<file path="src/csrf_map.svh">
`ifndef CSRF_MAP_SVH
`define CSRF_MAP_SVH

// reset values
`define CSRF_RSEL_RST      4'h7
`define CSRF_DIVA_RST      2'h0
// range select thresholds for the hazardous jump, and the top range for the tuning write hazard
`define CSRF_RSEL_HIGH_MIN 4'hE
`define CSRF_RSEL_LOW_MAX  4'hB
`define CSRF_RSEL_ALL_ONES 4'hF
// output dead time after a hazardous range jump
`define CSRF_DEAD_NS       20000
`define CSRF_CLK_NS        20
`define CSRF_DEAD_CYC      ((`CSRF_DEAD_NS) / (`CSRF_CLK_NS))
`define CSRF_CNT_W         10

`endif

</file>
<file path="src/csrf_pkg.sv">
package csrf_pkg;
  typedef logic [3:0] csrf_rsel_t;
  typedef logic [1:0] csrf_div_t;
  typedef enum logic [1:0] {
    CSRF_RUN  = 2'b00,
    CSRF_DEAD = 2'b01,
    CSRF_HUNG = 2'b11
  } csrf_osc_e;
endpackage : csrf_pkg

</file>
<file path="src/csrf_aux_div.sv">
`timescale 1ns/1ps
`include "csrf_map.svh"

// divides the auxiliary source by 1, 2, 4 or 8; the ratio is taken only on a source tick
module csrf_aux_div (
  input  wire logic               i_ref_clk,
  input  wire logic               i_arst_n,
  input  wire logic               i_src_tick,
  input  wire logic               i_load,
  input  wire csrf_pkg::csrf_div_t i_ratio,
  output logic                    o_tick,
  output csrf_pkg::csrf_div_t     o_ratio_in_use
);
  import csrf_pkg::*;

  csrf_div_t  ratio_q, ratio_d;
  logic [2:0] cnt_q, cnt_d;
  logic       tick_q, tick_d;

  always_comb begin
    ratio_d = ratio_q;
    cnt_d   = cnt_q;
    tick_d  = 1'b0;
    if (i_src_tick) begin
      if (i_load) begin
        ratio_d = i_ratio;
      end
      if (cnt_q >= 3'((4'h1 << ratio_q) - 4'h1)) begin
        cnt_d  = 3'h0;
        tick_d = 1'b1;
      end else begin
        cnt_d = cnt_q + 3'h1;
      end
    end
  end

  always_ff @(posedge i_ref_clk or negedge i_arst_n) begin
    if (!i_arst_n) begin
      ratio_q <= `CSRF_DIVA_RST;
      cnt_q   <= 3'h0;
      tick_q  <= 1'b0;
    end else begin
      ratio_q <= ratio_d;
      cnt_q   <= cnt_d;
      tick_q  <= tick_d;
    end
  end

  assign o_tick         = tick_q;
  assign o_ratio_in_use = ratio_q;
endmodule : csrf_aux_div

</file>
<file path="src/csrf_clock_system.sv">
// How it works
// entering deep sleep mode three before an aux source tick follows a divider write drops it.
// the divider field reads back the last written value, applied or not.
// software waits one aux source period after a divider write before deep sleep.
// only the first deep sleep entry after a divider write needs that wait.
// main clock on the crystal aux clock does not fail over when a port-2 select bit clears.
// watchdog on the crystal aux clock does not fail over when a port-2 select bit clears.
// a range jump across 12..13 stops the oscillator output for about 20 us.
// such a jump may instead hang the oscillator until power is cycled.
// with range select at 15, writing step or modulation fields may cause dead time or hang.
// software goes from 14 or 15 down to 0..12 via 13.
// software goes from below 12 to above 13 via 13.
// at range 15 software returns to 7 before touching the tuning register.
// after reset the range select is seven.
// range select is a four-bit unsigned field 0..15.
`timescale 1ns/1ps
`include "csrf_map.svh"

module csrf_clock_system (
  input  wire logic                i_ref_clk,
  input  wire logic                i_arst_n,
  input  wire logic                i_aux_src_pin,
  input  wire logic                i_aux_is_crystal,
  input  wire logic                i_div_wr,
  input  wire csrf_pkg::csrf_div_t i_div_wdata,
  input  wire logic                i_deep_sleep_req,
  input  wire logic                i_rsel_wr,
  input  wire csrf_pkg::csrf_rsel_t i_rsel_wdata,
  input  wire logic                i_tune_wr,
  input  wire logic                i_hang_inject,
  input  wire logic                i_port2_sel_bit6,
  input  wire logic                i_port2_sel_bit7,
  input  wire logic                i_main_on_aux,
  input  wire logic                i_wdog_on_aux,
  output csrf_pkg::csrf_div_t      o_div_rdata,
  output csrf_pkg::csrf_div_t      o_div_in_use,
  output logic                     o_aux_tick,
  output csrf_pkg::csrf_rsel_t     o_rsel,
  output logic                     o_osc_running,
  output logic                     o_osc_hung,
  output logic                     o_main_clk_ok,
  output logic                     o_main_on_internal,
  output logic                     o_wdog_clk_ok,
  output logic                     o_wdog_on_internal
);
  import csrf_pkg::*;

  localparam int unsigned DEAD_CYC = `CSRF_DEAD_CYC;

  function automatic logic rsel_hazard(input csrf_rsel_t a, input csrf_rsel_t b);
    rsel_hazard = (a >= `CSRF_RSEL_HIGH_MIN && b <= `CSRF_RSEL_LOW_MAX) ||
                  (b >= `CSRF_RSEL_HIGH_MIN && a <= `CSRF_RSEL_LOW_MAX);
  endfunction : rsel_hazard

  // ---------------------------------------------------------------
  // pin synchroniser
  // ---------------------------------------------------------------
  logic [2:0] sync_q, sync_d;
  logic       src_lvl_q, src_lvl_d;
  logic       src_tick;

  always_comb begin
    sync_d    = {sync_q[1:0], i_aux_src_pin};
    src_lvl_d = src_lvl_q;
    if (sync_q[1] == sync_q[2]) begin
      src_lvl_d = sync_q[2];
    end
  end

  assign src_tick = src_lvl_d & ~src_lvl_q;

  always_ff @(posedge i_ref_clk or negedge i_arst_n) begin
    if (!i_arst_n) begin
      sync_q    <= 3'h0;
      src_lvl_q <= 1'b0;
    end else begin
      sync_q    <= sync_d;
      src_lvl_q <= src_lvl_d;
    end
  end

  // ---------------------------------------------------------------
  // aux divider control
  // ---------------------------------------------------------------
  csrf_div_t div_shadow_q, div_shadow_d;
  logic      div_pend_q, div_pend_d;
  logic      div_load;

  always_comb begin
    div_shadow_d = div_shadow_q;
    div_pend_d   = div_pend_q;
    // readback is shadow
    if (i_div_wr) begin
      div_shadow_d = i_div_wdata;
      div_pend_d   = 1'b1;
    end else if (src_tick) begin
      div_pend_d = 1'b0;
    end else if (i_deep_sleep_req && div_pend_q) begin
      // sleep drops pending ratio
      div_pend_d = 1'b0;
    end
  end

  // only pending write at risk
  assign div_load = div_pend_q & src_tick & ~i_deep_sleep_req;

  always_ff @(posedge i_ref_clk or negedge i_arst_n) begin
    if (!i_arst_n) begin
      div_shadow_q <= `CSRF_DIVA_RST;
      div_pend_q   <= 1'b0;
    end else begin
      div_shadow_q <= div_shadow_d;
      div_pend_q   <= div_pend_d;
    end
  end

  csrf_aux_div u_div (
    .i_ref_clk      (i_ref_clk),
    .i_arst_n       (i_arst_n),
    .i_src_tick     (src_tick),
    .i_load         (div_load),
    .i_ratio        (div_shadow_q),
    .o_tick         (o_aux_tick),
    .o_ratio_in_use (o_div_in_use)
  );

  assign o_div_rdata = div_shadow_q;

  // ---------------------------------------------------------------
  // range select and oscillator state
  // ---------------------------------------------------------------
  csrf_rsel_t        rsel_q, rsel_d;
  csrf_osc_e         osc_q, osc_d;
  logic [`CSRF_CNT_W-1:0] dead_q, dead_d;

  always_comb begin
    rsel_d = rsel_q;
    osc_d  = osc_q;
    dead_d = dead_q;
    // plain four-bit store
    if (i_rsel_wr) begin
      rsel_d = i_rsel_wdata;
    end
    case (osc_q)
      CSRF_RUN: begin
        // hazardous range jump
        if (i_rsel_wr && rsel_hazard(rsel_q, i_rsel_wdata)) begin
          // may hang instead
          osc_d  = i_hang_inject ? CSRF_HUNG : CSRF_DEAD;
          dead_d = `CSRF_CNT_W'(DEAD_CYC - 1);
        // tuning write at top range
        end else if (i_tune_wr && rsel_q == `CSRF_RSEL_ALL_ONES) begin
          osc_d  = i_hang_inject ? CSRF_HUNG : CSRF_DEAD;
          dead_d = `CSRF_CNT_W'(DEAD_CYC - 1);
        end
      end
      CSRF_DEAD: begin
        if (dead_q == '0) begin
          osc_d = CSRF_RUN;
        end else begin
          dead_d = dead_q - `CSRF_CNT_W'(1);
        end
      end
      // stays hung until reset: stands in for a power cycle
      CSRF_HUNG: osc_d = CSRF_HUNG;
      default:   osc_d = CSRF_RUN;
    endcase
  end

  always_ff @(posedge i_ref_clk or negedge i_arst_n) begin
    if (!i_arst_n) begin
      // default range seven
      rsel_q <= `CSRF_RSEL_RST;
      osc_q  <= CSRF_RUN;
      dead_q <= '0;
    end else begin
      rsel_q <= rsel_d;
      osc_q  <= osc_d;
      dead_q <= dead_d;
    end
  end

  assign o_rsel        = rsel_q;
  assign o_osc_running = (osc_q == CSRF_RUN);
  assign o_osc_hung    = (osc_q == CSRF_HUNG);

  // ---------------------------------------------------------------
  // failsafe
  // ---------------------------------------------------------------
  logic aux_ok, pins_ok;
  logic main_int_q, main_int_d;
  logic wdog_int_q, wdog_int_d;

  assign pins_ok = i_port2_sel_bit6 & i_port2_sel_bit7;
  // crystal aux dies with a select bit gone
  assign aux_ok  = ~i_aux_is_crystal | pins_ok;

  always_comb begin
    main_int_d = 1'b0;
    wdog_int_d = 1'b0;
    // no main failover on crystal
    if (i_main_on_aux && !pins_ok && !i_aux_is_crystal) begin
      main_int_d = 1'b1;
    end
    // no watchdog failover on crystal
    if (i_wdog_on_aux && !pins_ok && !i_aux_is_crystal) begin
      wdog_int_d = 1'b1;
    end
  end

  always_ff @(posedge i_ref_clk or negedge i_arst_n) begin
    if (!i_arst_n) begin
      main_int_q <= 1'b0;
      wdog_int_q <= 1'b0;
    end else begin
      main_int_q <= main_int_d;
      wdog_int_q <= wdog_int_d;
    end
  end

  assign o_main_on_internal = main_int_q;
  assign o_wdog_on_internal = wdog_int_q;
  assign o_main_clk_ok      = i_main_on_aux ? aux_ok : o_osc_running;
  assign o_wdog_clk_ok      = i_wdog_on_aux ? aux_ok : o_osc_running;
endmodule : csrf_clock_system

</file>
<file path="config.mk">
export PLATFORM = sky130hd
export DESIGN_NAME = csrf_clock_system
export DESIGN_NICKNAME = d
export VERILOG_FILES = /design/src/csrf_pkg.sv /design/src/csrf_aux_div.sv /design/src/csrf_clock_system.sv
export VERILOG_INCLUDE_DIRS = /design/src
export SDC_FILE = /design/constraint.sdc
export NUM_CORES = 1
export LEC_CHECK = 0
export ABC_AREA = 1
export BUFFER_PORTS_ARGS = -buffer_cell sky130_fd_sc_hd__buf_4
export CAP_MARGIN = 20
export CORE_MARGIN = 5
export CORE_UTILIZATION = 54
export DETAILED_ROUTE_END_ITERATION = 7
export PLACE_DENSITY = 0.79
export SLEW_MARGIN = 40
export SYNTH_ARGS = -nofsm -noshare
export SYNTH_HDL_FRONTEND = slang
export SYNTH_SLANG_ARGS = --single-unit
</file>
<file path="constraint.sdc">
create_clock -name i_ref_clk -period 2 [get_ports i_ref_clk]
set_clock_uncertainty 0.1 [all_clocks]
set_input_delay 0.4 -clock i_ref_clk [delete_from_list [all_inputs] [get_ports i_ref_clk]]
set_output_delay 0.4 -clock i_ref_clk [all_outputs]
set_load 0.02 [all_outputs]
</file>
==> metrics.cfg, run 1 <==
[status]
status = complete, no violations

[worst_hold_path]
hp-start = i_aux_src_pin
hp-class = input port to flip-flop
hold_end = sync_q[0]$_DFF_PN0_
hold_depth = 1

[clock_network]
max-clock-path-buffers = 2
cts_tree = built
postCtsSetupBuffers = 0
clkTransAtPathRegs_ps = 90
cts_made_buffers = 5
clock_latency_ps = 330
h-tree-depth = 2
cts_sinks = 31
cts-root-buf = clkbuf_4

[drt]
postRouteWirelength_um = 3060
via_count = 1378
final_antenna_net_count = 0
drc_errors = 0
wire_per_inst_um = 11.1
first_pass_iters = 4
vias_per_cell = 4.99
drt_iter0_markers = 45

[synthesis]
synth_top_family_by_area = simple AND/OR/NAND/NOR gates
syn_nets = 228
synth_compound_area_share_pct = 5.53
synth_flop_cell = dfrtp_1
synth-xor-area-share_pct = 1.59
synthArstFlopShare_pct = 100
netlist_instances = 201
ys_ff_latch = 31
yosysWarnings = 0
synth_edf_count = 0
syn-cell-area_um2 = 1650
synth_mux_area_share_pct = 2.73
syn_area_per_cell_um2 = 8.22
synth-simple-area-share_pct = 30.9
synthAdderAreaFrac_pct = 6.66
ys_seq_area_share_pct = 47.2
ys_types = 26

[setup_path]
worstRegToRegCells = 7
worstReg2RegEnd = u_div.cnt_q[0]$_DFFE_PN0P_
critPathLaunchType = flip-flop
cp.required_ps = 1500
end_kind = output port
crit_type = flip-flop to output port
r2r_setup_slack_ps = 260
crit_arrival_ps = 1380
regToRegStartpoint = u_div.o_ratio_in_use[1]$_DFFE_PN0P_
cp_max_fo = 4

[placement]
port_buffers = 33
place_area_um2 = 1940
place.gp.congestion = 0.788
dp_hpwl_um = 2310

[sta]
period_share_pct = 94.1
rsz0062_at_grt = no
setup_viol = 0
fin_crit_ps = 1880
slew_violations = 0
tightestPinTransition_ps = 375
clock.fmax_ghz = 0.532
tns_ps = 0
maxSlewHeadroom_pct = 75.0
hold_viol = 0

[power]
leakagePower_nw = 1.06
power_mw = 2.69
p_switching_mw = 1.15
power_frac_seq_pct = 37.2
internal_power_mw = 1.54
max-vdd-ir-drop_mv = 0.753
clkPwrFrac_pct = 15.2
p_sw_share_pct = 42.8
p_per_area_nw_per_um2 = 1330
power_frac_comb_pct = 47.6

[floorplanning]
dieArea_um2 = 4270
start_util_pct = 55.0
die_w_um = 65.3
ios = 34
coreArea_um2 = 3000
die_h_um = 65.3
rows = 20

[finish]
drive_gt1_share_pct = 26.3
register_area_um2 = 779
final_nets = 269
fillCellCount = 268
design_area_um2 = 2030
multi_input_area_um2 = 790
final_common_cell = nand2_1
final_cell_mix = 69 x nand2_1, 34 x buf_4, 28 x dfrtp_1
n_antenna_cell = 0
synthToLayoutAreaGrowth_pct = 22.6

[run]
maxCapViolCount = 0

[global_routing]
grt_pass1_wl_um = 5560
grt_pass1_vias = 1304
globalRouteTotalUtil_pct = 17.0
grt_overflow = 0
antenna_found_initial = 0
grt_max_degree = 32

## critical path, cell delays in order, from the launching register on
cell,delay [ps]
dfrtp_1,420
inv_1,70
ha_2,190
inv_1,90
o21ai_2,140
buf_4,150
## stage by stage
stage | utilization [%] | setup slack (ps) | std cells | hold slack [ps]
after floorplan | - | 151 | 201 | 4.41
after detailed placement | 64.7 | 276 | 267 | 245
after global routing | 67.5 | 3.97 | 276 | 56.9
final | 67.5 | 119 | 276 | 73.8
after CTS | 67.3 | 9.89 | 276 | 59.5
after global placement | 64.7 | 317 | 267 | 246
## registers in the layout, summed over array words and instances (netlist names), 2 cells and up
name and flops:
osc_q 2, sync_q 3, o_rsel 4, o_div_rdata 2, u_div.o_ratio_in_use 2, u_div.cnt_q 3
dead_q 10
## how the worst max path moves through the flow
stage | depth (start not counted) | start | to
detailed placement | 7 | u_div.o_ratio_in_use[1]$_DFFE_PN0P_ | u_div.cnt_q[0]$_DFFE_PN0P_
floorplan | 4 | osc_q[0]$_DFFE_PN0P_ | o_main_clk_ok
global route | 5 | osc_q[1]$_DFFE_PN0P_ | o_main_clk_ok
CTS | 5 | osc_q[0]$_DFFE_PN0P_ | o_main_clk_ok
global placement | 7 | u_div.o_ratio_in_use[1]$_DFFE_PN0P_ | u_div.cnt_q[0]$_DFFE_PN0P_
finish | 5 | osc_q[0]$_DFFE_PN0P_ | o_main_clk_ok
## cell usage after synthesis, types with 2 or more instances
library cell / number / area (um2)
nand2_1: 69 / 259
dfrtp_1: 28 / 701
inv_1: 20 / 75.1
nor2_1: 19 / 71.3
nand3_1: 12 / 60.1
o21ai_0: 10 / 50.1
ha_1: 8 / 100
nand2_2: 5 / 31.3
mux2_2: 4 / 45.0
a21oi_1: 3 / 15.0
dfstp_2: 3 / 78.8
nand3_4: 2 / 35.0
nor2_4: 2 / 22.5
o21ai_1: 2 / 10.0
or2_2: 2 / 12.5
xor2_1: 2 / 17.5
## power groups by stage
| stage | logic, mW | clock network [mW] | registers [mW] |
|---|---|---|---|
| finish | 1.28 | 0.410 | 1.00 |
| CTS | 1.29 | 0.426 | 0.999 |
| detailed placement | 1.29 | 0 | 1.01 |
| global placement | 1.25 | 0 | 1.00 |
| global route | 1.49 | 0.460 | 1.03 |
| floorplan | 0.954 | 0 | 1.00 |
## routing by layer
metal  share of wire, %  global-route usage (%)
met5                  0                       0
met4                2.8                    9.33
met3                4.3                    3.76
met2                 48                    28.1
met1                 45                    20.4
## cell families after synthesis
group	count (synthesis)
xor gates and xnor gates	3
buffers and inverters	23
AOI/OAI and AO/OA	17
and+or+nand+nor	114
muxes	4
adders and majority gates	9
DFF	31
## timing repair
action | CTS | global route
resized for setup | 0 | 4
hold buffers | 1 | 0
hold endpoints to repair | 28 | 0
setup endpoints to repair | 0 | 2
## final cells by class
type | count | area share (%)
Tap cell | 33 | 2.04
Multi-Input combinational cell | 147 | 39.0
Sequential cell | 31 | 38.5
Inverter | 22 | 4.07
Timing Repair Buffer | 35 | 13.1
Clock buffer | 8 | 3.40
Note: power is estimated with default switching activity, not from simulation.
==> inputs of run 2 (changes only) <==
--- a/config.mk
+++ b/config.mk
@@ -13,6 +13,8 @@
 export CORE_UTILIZATION = 54
 export DETAILED_ROUTE_END_ITERATION = 7
 export PLACE_DENSITY = 0.79
+export RECOVER_POWER = 100
+export SKIP_CTS_REPAIR_TIMING = 1
 export SLEW_MARGIN = 40
 export SYNTH_ARGS = -nofsm -noshare
 export SYNTH_HDL_FRONTEND = slang
==> metrics.cfg, run 2 (synthesized netlist as in run 1, its figures left out) <==
[sta]
clock.fmax_ghz = 0.532
setup_viol = 0
period_share_pct = 94.0
tightestPinTransition_ps = 728
hold_viol = 0
fin_crit_ps = 1880
tns_ps = 0
rsz0062_at_grt = no
slew_violations = 0
maxSlewHeadroom_pct = 51.4

[global_routing]
grt_max_degree = 32
grt_overflow = 0
globalRouteTotalUtil_pct = 16.9
antenna_found_initial = 0
grt_pass1_vias = 1298
grt_pass1_wl_um = 5530

[drt]
postRouteWirelength_um = 3070
final_antenna_net_count = 0
drc_errors = 0
first_pass_iters = 4
drt_iter0_markers = 37
via_count = 1379
m1WireLength_um = 1390
routed.top_layer = met4
met2WireLength_um = 1460
vias_per_cell = 5.00
met3_length_um = 141
wire_per_inst_um = 11.1

[clock_network]
clock_latency_ps = 330
cts-root-buf = clkbuf_4
cts_made_buffers = 5
cts_sinks = 31
max-clock-path-buffers = 2
h-tree-depth = 2
cts_tree = built
clkTransAtPathRegs_ps = 90

[finish]
final_common_cell = nand2_1
final_nets = 269
top_register = dead_q
largest_register_ffs = 10
multi_input_area_um2 = 777
fillCellCount = 281
final_cell_mix = 71 x nand2_1, 28 x dfrtp_1, 20 x inv_1, 20 x nor2_1, 19 x buf_4
synthToLayoutAreaGrowth_pct = 19.0
register_area_um2 = 779
drive_gt1_share_pct = 18.9
post-route-util_pct = 65.5
n_antenna_cell = 0

[setup_path]
critPathLaunchType = flip-flop
cp.required_ps = 1500
cp_max_fo = 4
crit_type = flip-flop to output port
r2r_setup_slack_ps = 200
end_kind = output port
crit_arrival_ps = 1380

[run]
maxCapViolCount = 0

[power]
leakagePower_nw = 1.01
p_per_area_nw_per_um2 = 1340
max-vdd-ir-drop_mv = 0.755

[floorplanning]
rows = 20
coreArea_um2 = 3000
ios = 34
die_h_um = 65.3
die_w_um = 65.3
start_util_pct = 55.0
dieArea_um2 = 4270

[placement]
place.gp.congestion = 0.788
port_buffers = 33
dp_hpwl_um = 2310

[status]
status = complete, no violations

[worst_hold_path]
hp-class = input port to flip-flop

-- run 2: routing by layer --
| layer | vias to the layer above | GRT usage (%) |
|---|---|---|
| li1 | 715 | - |
| met5 | - | 0 |
| met1 | 631 | 20.3 |
| met3 | 8 | 3.93 |
| met2 | 25 | 27.8 |
| met4 | 0 | 9.33 |
-- run 2: where the power goes --
group          switching, mW  internal [mW]
combinational          0.755          0.479
clock                  0.204          0.207
sequential             0.181          0.817
-- run 2: final timing paths --
| path | from | endpoint | depth (start not counted) |
|---|---|---|---|
| setup / recovery | osc_q[0]$_DFFE_PN0P_ | o_main_clk_ok | 5 |
| hold / removal | i_aux_src_pin | sync_q[0]$_DFF_PN0_ | 1 |
| setup reg to reg | dead_q[0]$_DFFE_PN0P_ | dead_q[4]$_DFFE_PN0P_ | 9 |
| hold reg to reg | sync_q[0]$_DFF_PN0_ | sync_q[1]$_DFF_PN0_ | 0 |
| max in group asynchronous | i_arst_n | dead_q[1]$_DFFE_PN0P_ | 2 |
| min in group asynchronous | i_arst_n | u_div.cnt_q[0]$_DFFE_PN0P_ | 2 |
-- run 2: per-stage QoR --
stage / cell area, um2 / total power [mW] / instances / setup WS (ps) / hold slack, ps
finish: 1970 / 2.64 / 276 / 121 / 96.2
global route: 1970 / 2.93 / 276 / 3.97 / 81.6
CTS: 2010 / 2.71 / 275 / 9.89 / -119
detailed placement: 1940 / 2.30 / 267 / 276 / 245
global placement: 1940 / 2.25 / 267 / 317 / 246
floorplan: 1650 / 1.96 / 201 / 151 / 4.41
-- run 2: layout make-up --
cell class                 instances  share of cell area, %
multi-input combinational        147                   39.5
inverter                          22                   4.20
sequential                        31                   39.6
tap                               33                   2.10
clock buffer                       8                   3.50
timing repair buffer              35                   11.1
-- run 2: worst max-delay path, cell delays in order, from the launching register on --
cell,delay [ps]
dfrtp_1,420
inv_1,70
ha_2,190
inv_1,90
o21ai_2,140
buf_4,150
==> inputs of run 3 (changes only) <==
--- a/config.mk
+++ b/config.mk
@@ -6,7 +6,7 @@
 export SDC_FILE = /design/constraint.sdc
 export NUM_CORES = 1
 export LEC_CHECK = 0
-export ABC_AREA = 1
+export ABC_AREA = 0
 export BUFFER_PORTS_ARGS = -buffer_cell sky130_fd_sc_hd__buf_4
 export CAP_MARGIN = 20
 export CORE_MARGIN = 5
==> metrics.cfg, run 3 <==
[floorplanning]
rows = 20
dieArea_um2 = 4250
die_w_um = 65.2
ios = 34
coreArea_um2 = 2980
die_h_um = 65.2
start_util_pct = 55.2

[sta]
fin_crit_ps = 1900
slew_violations = 0
hold_viol = 0
period_share_pct = 94.8
tightestPinTransition_ps = 751
setup_viol = 0
maxSlewHeadroom_pct = 49.9
clock.fmax_ghz = 0.527

[finish]
final_cell_mix = 29 x buf_4, 28 x dfrtp_1, 15 x nand2_1
top_register = dead_q
drive_gt1_share_pct = 34.2
final_cells = 235
n_antenna_cell = 0
largest_register_ffs = 10
final_common_cell = buf_4
synthToLayoutAreaGrowth_pct = 26.2
final_nets = 228

[drt]
final_antenna_net_count = 0
drt_iter0_markers = 31
wire_per_inst_um = 14.2
first_pass_iters = 4
postRouteWirelength_um = 3340
via_count = 1331
vias_per_cell = 5.66
drc_errors = 0

[synthesis]
yosysWarnings = 0
synth-xor-area-share_pct = 0
synth_most_common_cell = dfrtp_1
synthArstFlopShare_pct = 100
syn_nets = 178
syn-cell-area_um2 = 1640
ys_ff_latch = 31
ys_seq_area_share_pct = 47.4
synthAdderAreaFrac_pct = 6.09
synth_edf_count = 0
synth_mux_area_share_pct = 6.32
synth_top_area_share_pct = 42.7
syn_area_per_cell_um2 = 10.9
synth_common_cells = 28 x dfrtp_1, 15 x nand2_1, 10 x o21ai_0, 9 x inv_1, 9 x nor2_1
synth_top_family_by_area = simple AND/OR/NAND/NOR gates
synth-simple-area-share_pct = 20.9
synth_flop_cell = dfrtp_1
ys_types = 43
synthTopCellsByArea = dfrtp_1 43%, ha_1 6.1%, dfstp_2 4.8%
synth_top_area_cell = dfrtp_1
netlist_instances = 151
synth_compound_area_share_pct = 16.9

[setup_path]
crit_arrival_ps = 2070
r2r_setup_slack_ps = 100
critPathLaunchType = flip-flop
worstRegToRegCells = 7
worstReg2RegEnd = u_div.cnt_q[2]$_DFFE_PN0P_
regToRegStartpoint = u_div.o_ratio_in_use[1]$_DFFE_PN0P_
end_kind = flip-flop
cp_max_fo = 4
crit_type = flip-flop to flip-flop
cp.required_ps = 2170

[global_routing]
antenna_found_initial = 0
grt_pass1_wl_um = 5740
grt_max_degree = 32
globalRouteTotalUtil_pct = 17.6
grt_pass1_vias = 1331
grt_overflow = 0

[clock_network]
max-clock-path-buffers = 2
h-tree-depth = 2
cts-root-buf = clkbuf_4
cts_sinks = 31
cts_made_buffers = 5
clkTransAtPathRegs_ps = 100
cts_tree = built
clock_latency_ps = 330

[placement]
dp_hpwl_um = 2530
port_buffers = 33
place.gp.congestion = 0.846
dp_cells = 219

[worst_hold_path]
hp-class = input port to flip-flop
hold_end = sync_q[0]$_DFF_PN0_
hold_depth = 1
hp-start = i_aux_src_pin

[power]
power_mw = 1.71
leakagePower_nw = 0.969
p_per_area_nw_per_um2 = 826
max-vdd-ir-drop_mv = 0.510

[status]
status = complete, no violations

[run]
maxCapViolCount = 0

run 3: changes by cell type after synthesis, sizes merged, moves of 3 or more:
cell / before / now
nand2: 74 / 15
mux2: 4 / 8
inv: 21 / 9
and2: 0 / 3
nor2: 22 / 10
nand4: 0 / 8
nand3: 14 / 7
run 3: layout make-up:
class / instances / area [um2]
fill: 243 / 905
clock buffer: 6 / 51.3
timing repair buffer: 44 / 285
sequential: 31 / 779
clock inverter: 2 / 35.0
inverter: 9 / 33.8
multi-input combinational: 110 / 847
tap: 33 / 41.3
run 3: logic make-up after synthesis:
logic type	count (synthesis)
AOI/OAI and AO/OA	36
adders and majority gates	8
buffers and inverters	10
DFF	31
muxes	9
and+or+nand+nor	57
run 3: power breakdown:
part / internal (mW) / switching (mW) / leakage [nW]
logic: 0.209 / 0.250 / 0.547
clock network: 0.295 / 0.216 / 0.0482
registers: 0.696 / 0.0451 / 0.374
run 3: stage by stage:
step / hold WS, ps / setup TNS (ps) / utilization (%) / instance area (um2) / setup WS, ps
global route: 69.5 / -9.60 / 69.6 / 2070 / -9.60
CTS: -114 / -232 / 68.4 / 2040 / -108
detailed placement: 244 / 0 / 65.5 / 1950 / 12.0
global placement: 235 / 0 / 65.5 / 1950 / 81.7
floorplan: 4.41 / 0 / - / 1640 / 33.7
finish: 86.6 / 0 / 69.6 / 2070 / 103
run 3: worst max-delay path, cell delays in order, from the launching register on:
cell,delay [ps]
dfrtp_1,400
or2_2,300
ha_1,270
nand2b_1,140
a21o_1,190
a21oi_2,200
nand3_1,100
o21ai_1,130
run 3: how the worst max path moves through the flow:
stage,end,start,depth (start not counted)
final,u_div.cnt_q[2]$_DFFE_PN0P_,u_div.o_ratio_in_use[1]$_DFFE_PN0P_,7
after floorplan,u_div.cnt_q[2]$_DFFE_PN0P_,u_div.o_ratio_in_use[1]$_DFFE_PN0P_,7
after global placement,u_div.cnt_q[2]$_DFFE_PN0P_,u_div.o_ratio_in_use[1]$_DFFE_PN0P_,7
after global routing,u_div.cnt_q[2]$_DFFE_PN0P_,u_div.o_ratio_in_use[1]$_DFFE_PN0P_,7
after detailed placement,u_div.cnt_q[2]$_DFFE_PN0P_,u_div.o_ratio_in_use[1]$_DFFE_PN0P_,7
after CTS,o_main_clk_ok,osc_q[1]$_DFFE_PN0P_,5
run 3: routing by layer:
| layer | GRT usage [%] | vias up | routed length, um |
|---|---|---|---|
| met5 | 0 | - | 0 |
| met4 | 4.66 | 0 | 48 |
| met3 | 5.30 | 6 | 174 |
| met2 | 32.3 | 32 | 1750 |
| met1 | 19.6 | 640 | 1370 |
| li1 | - | 653 | - |
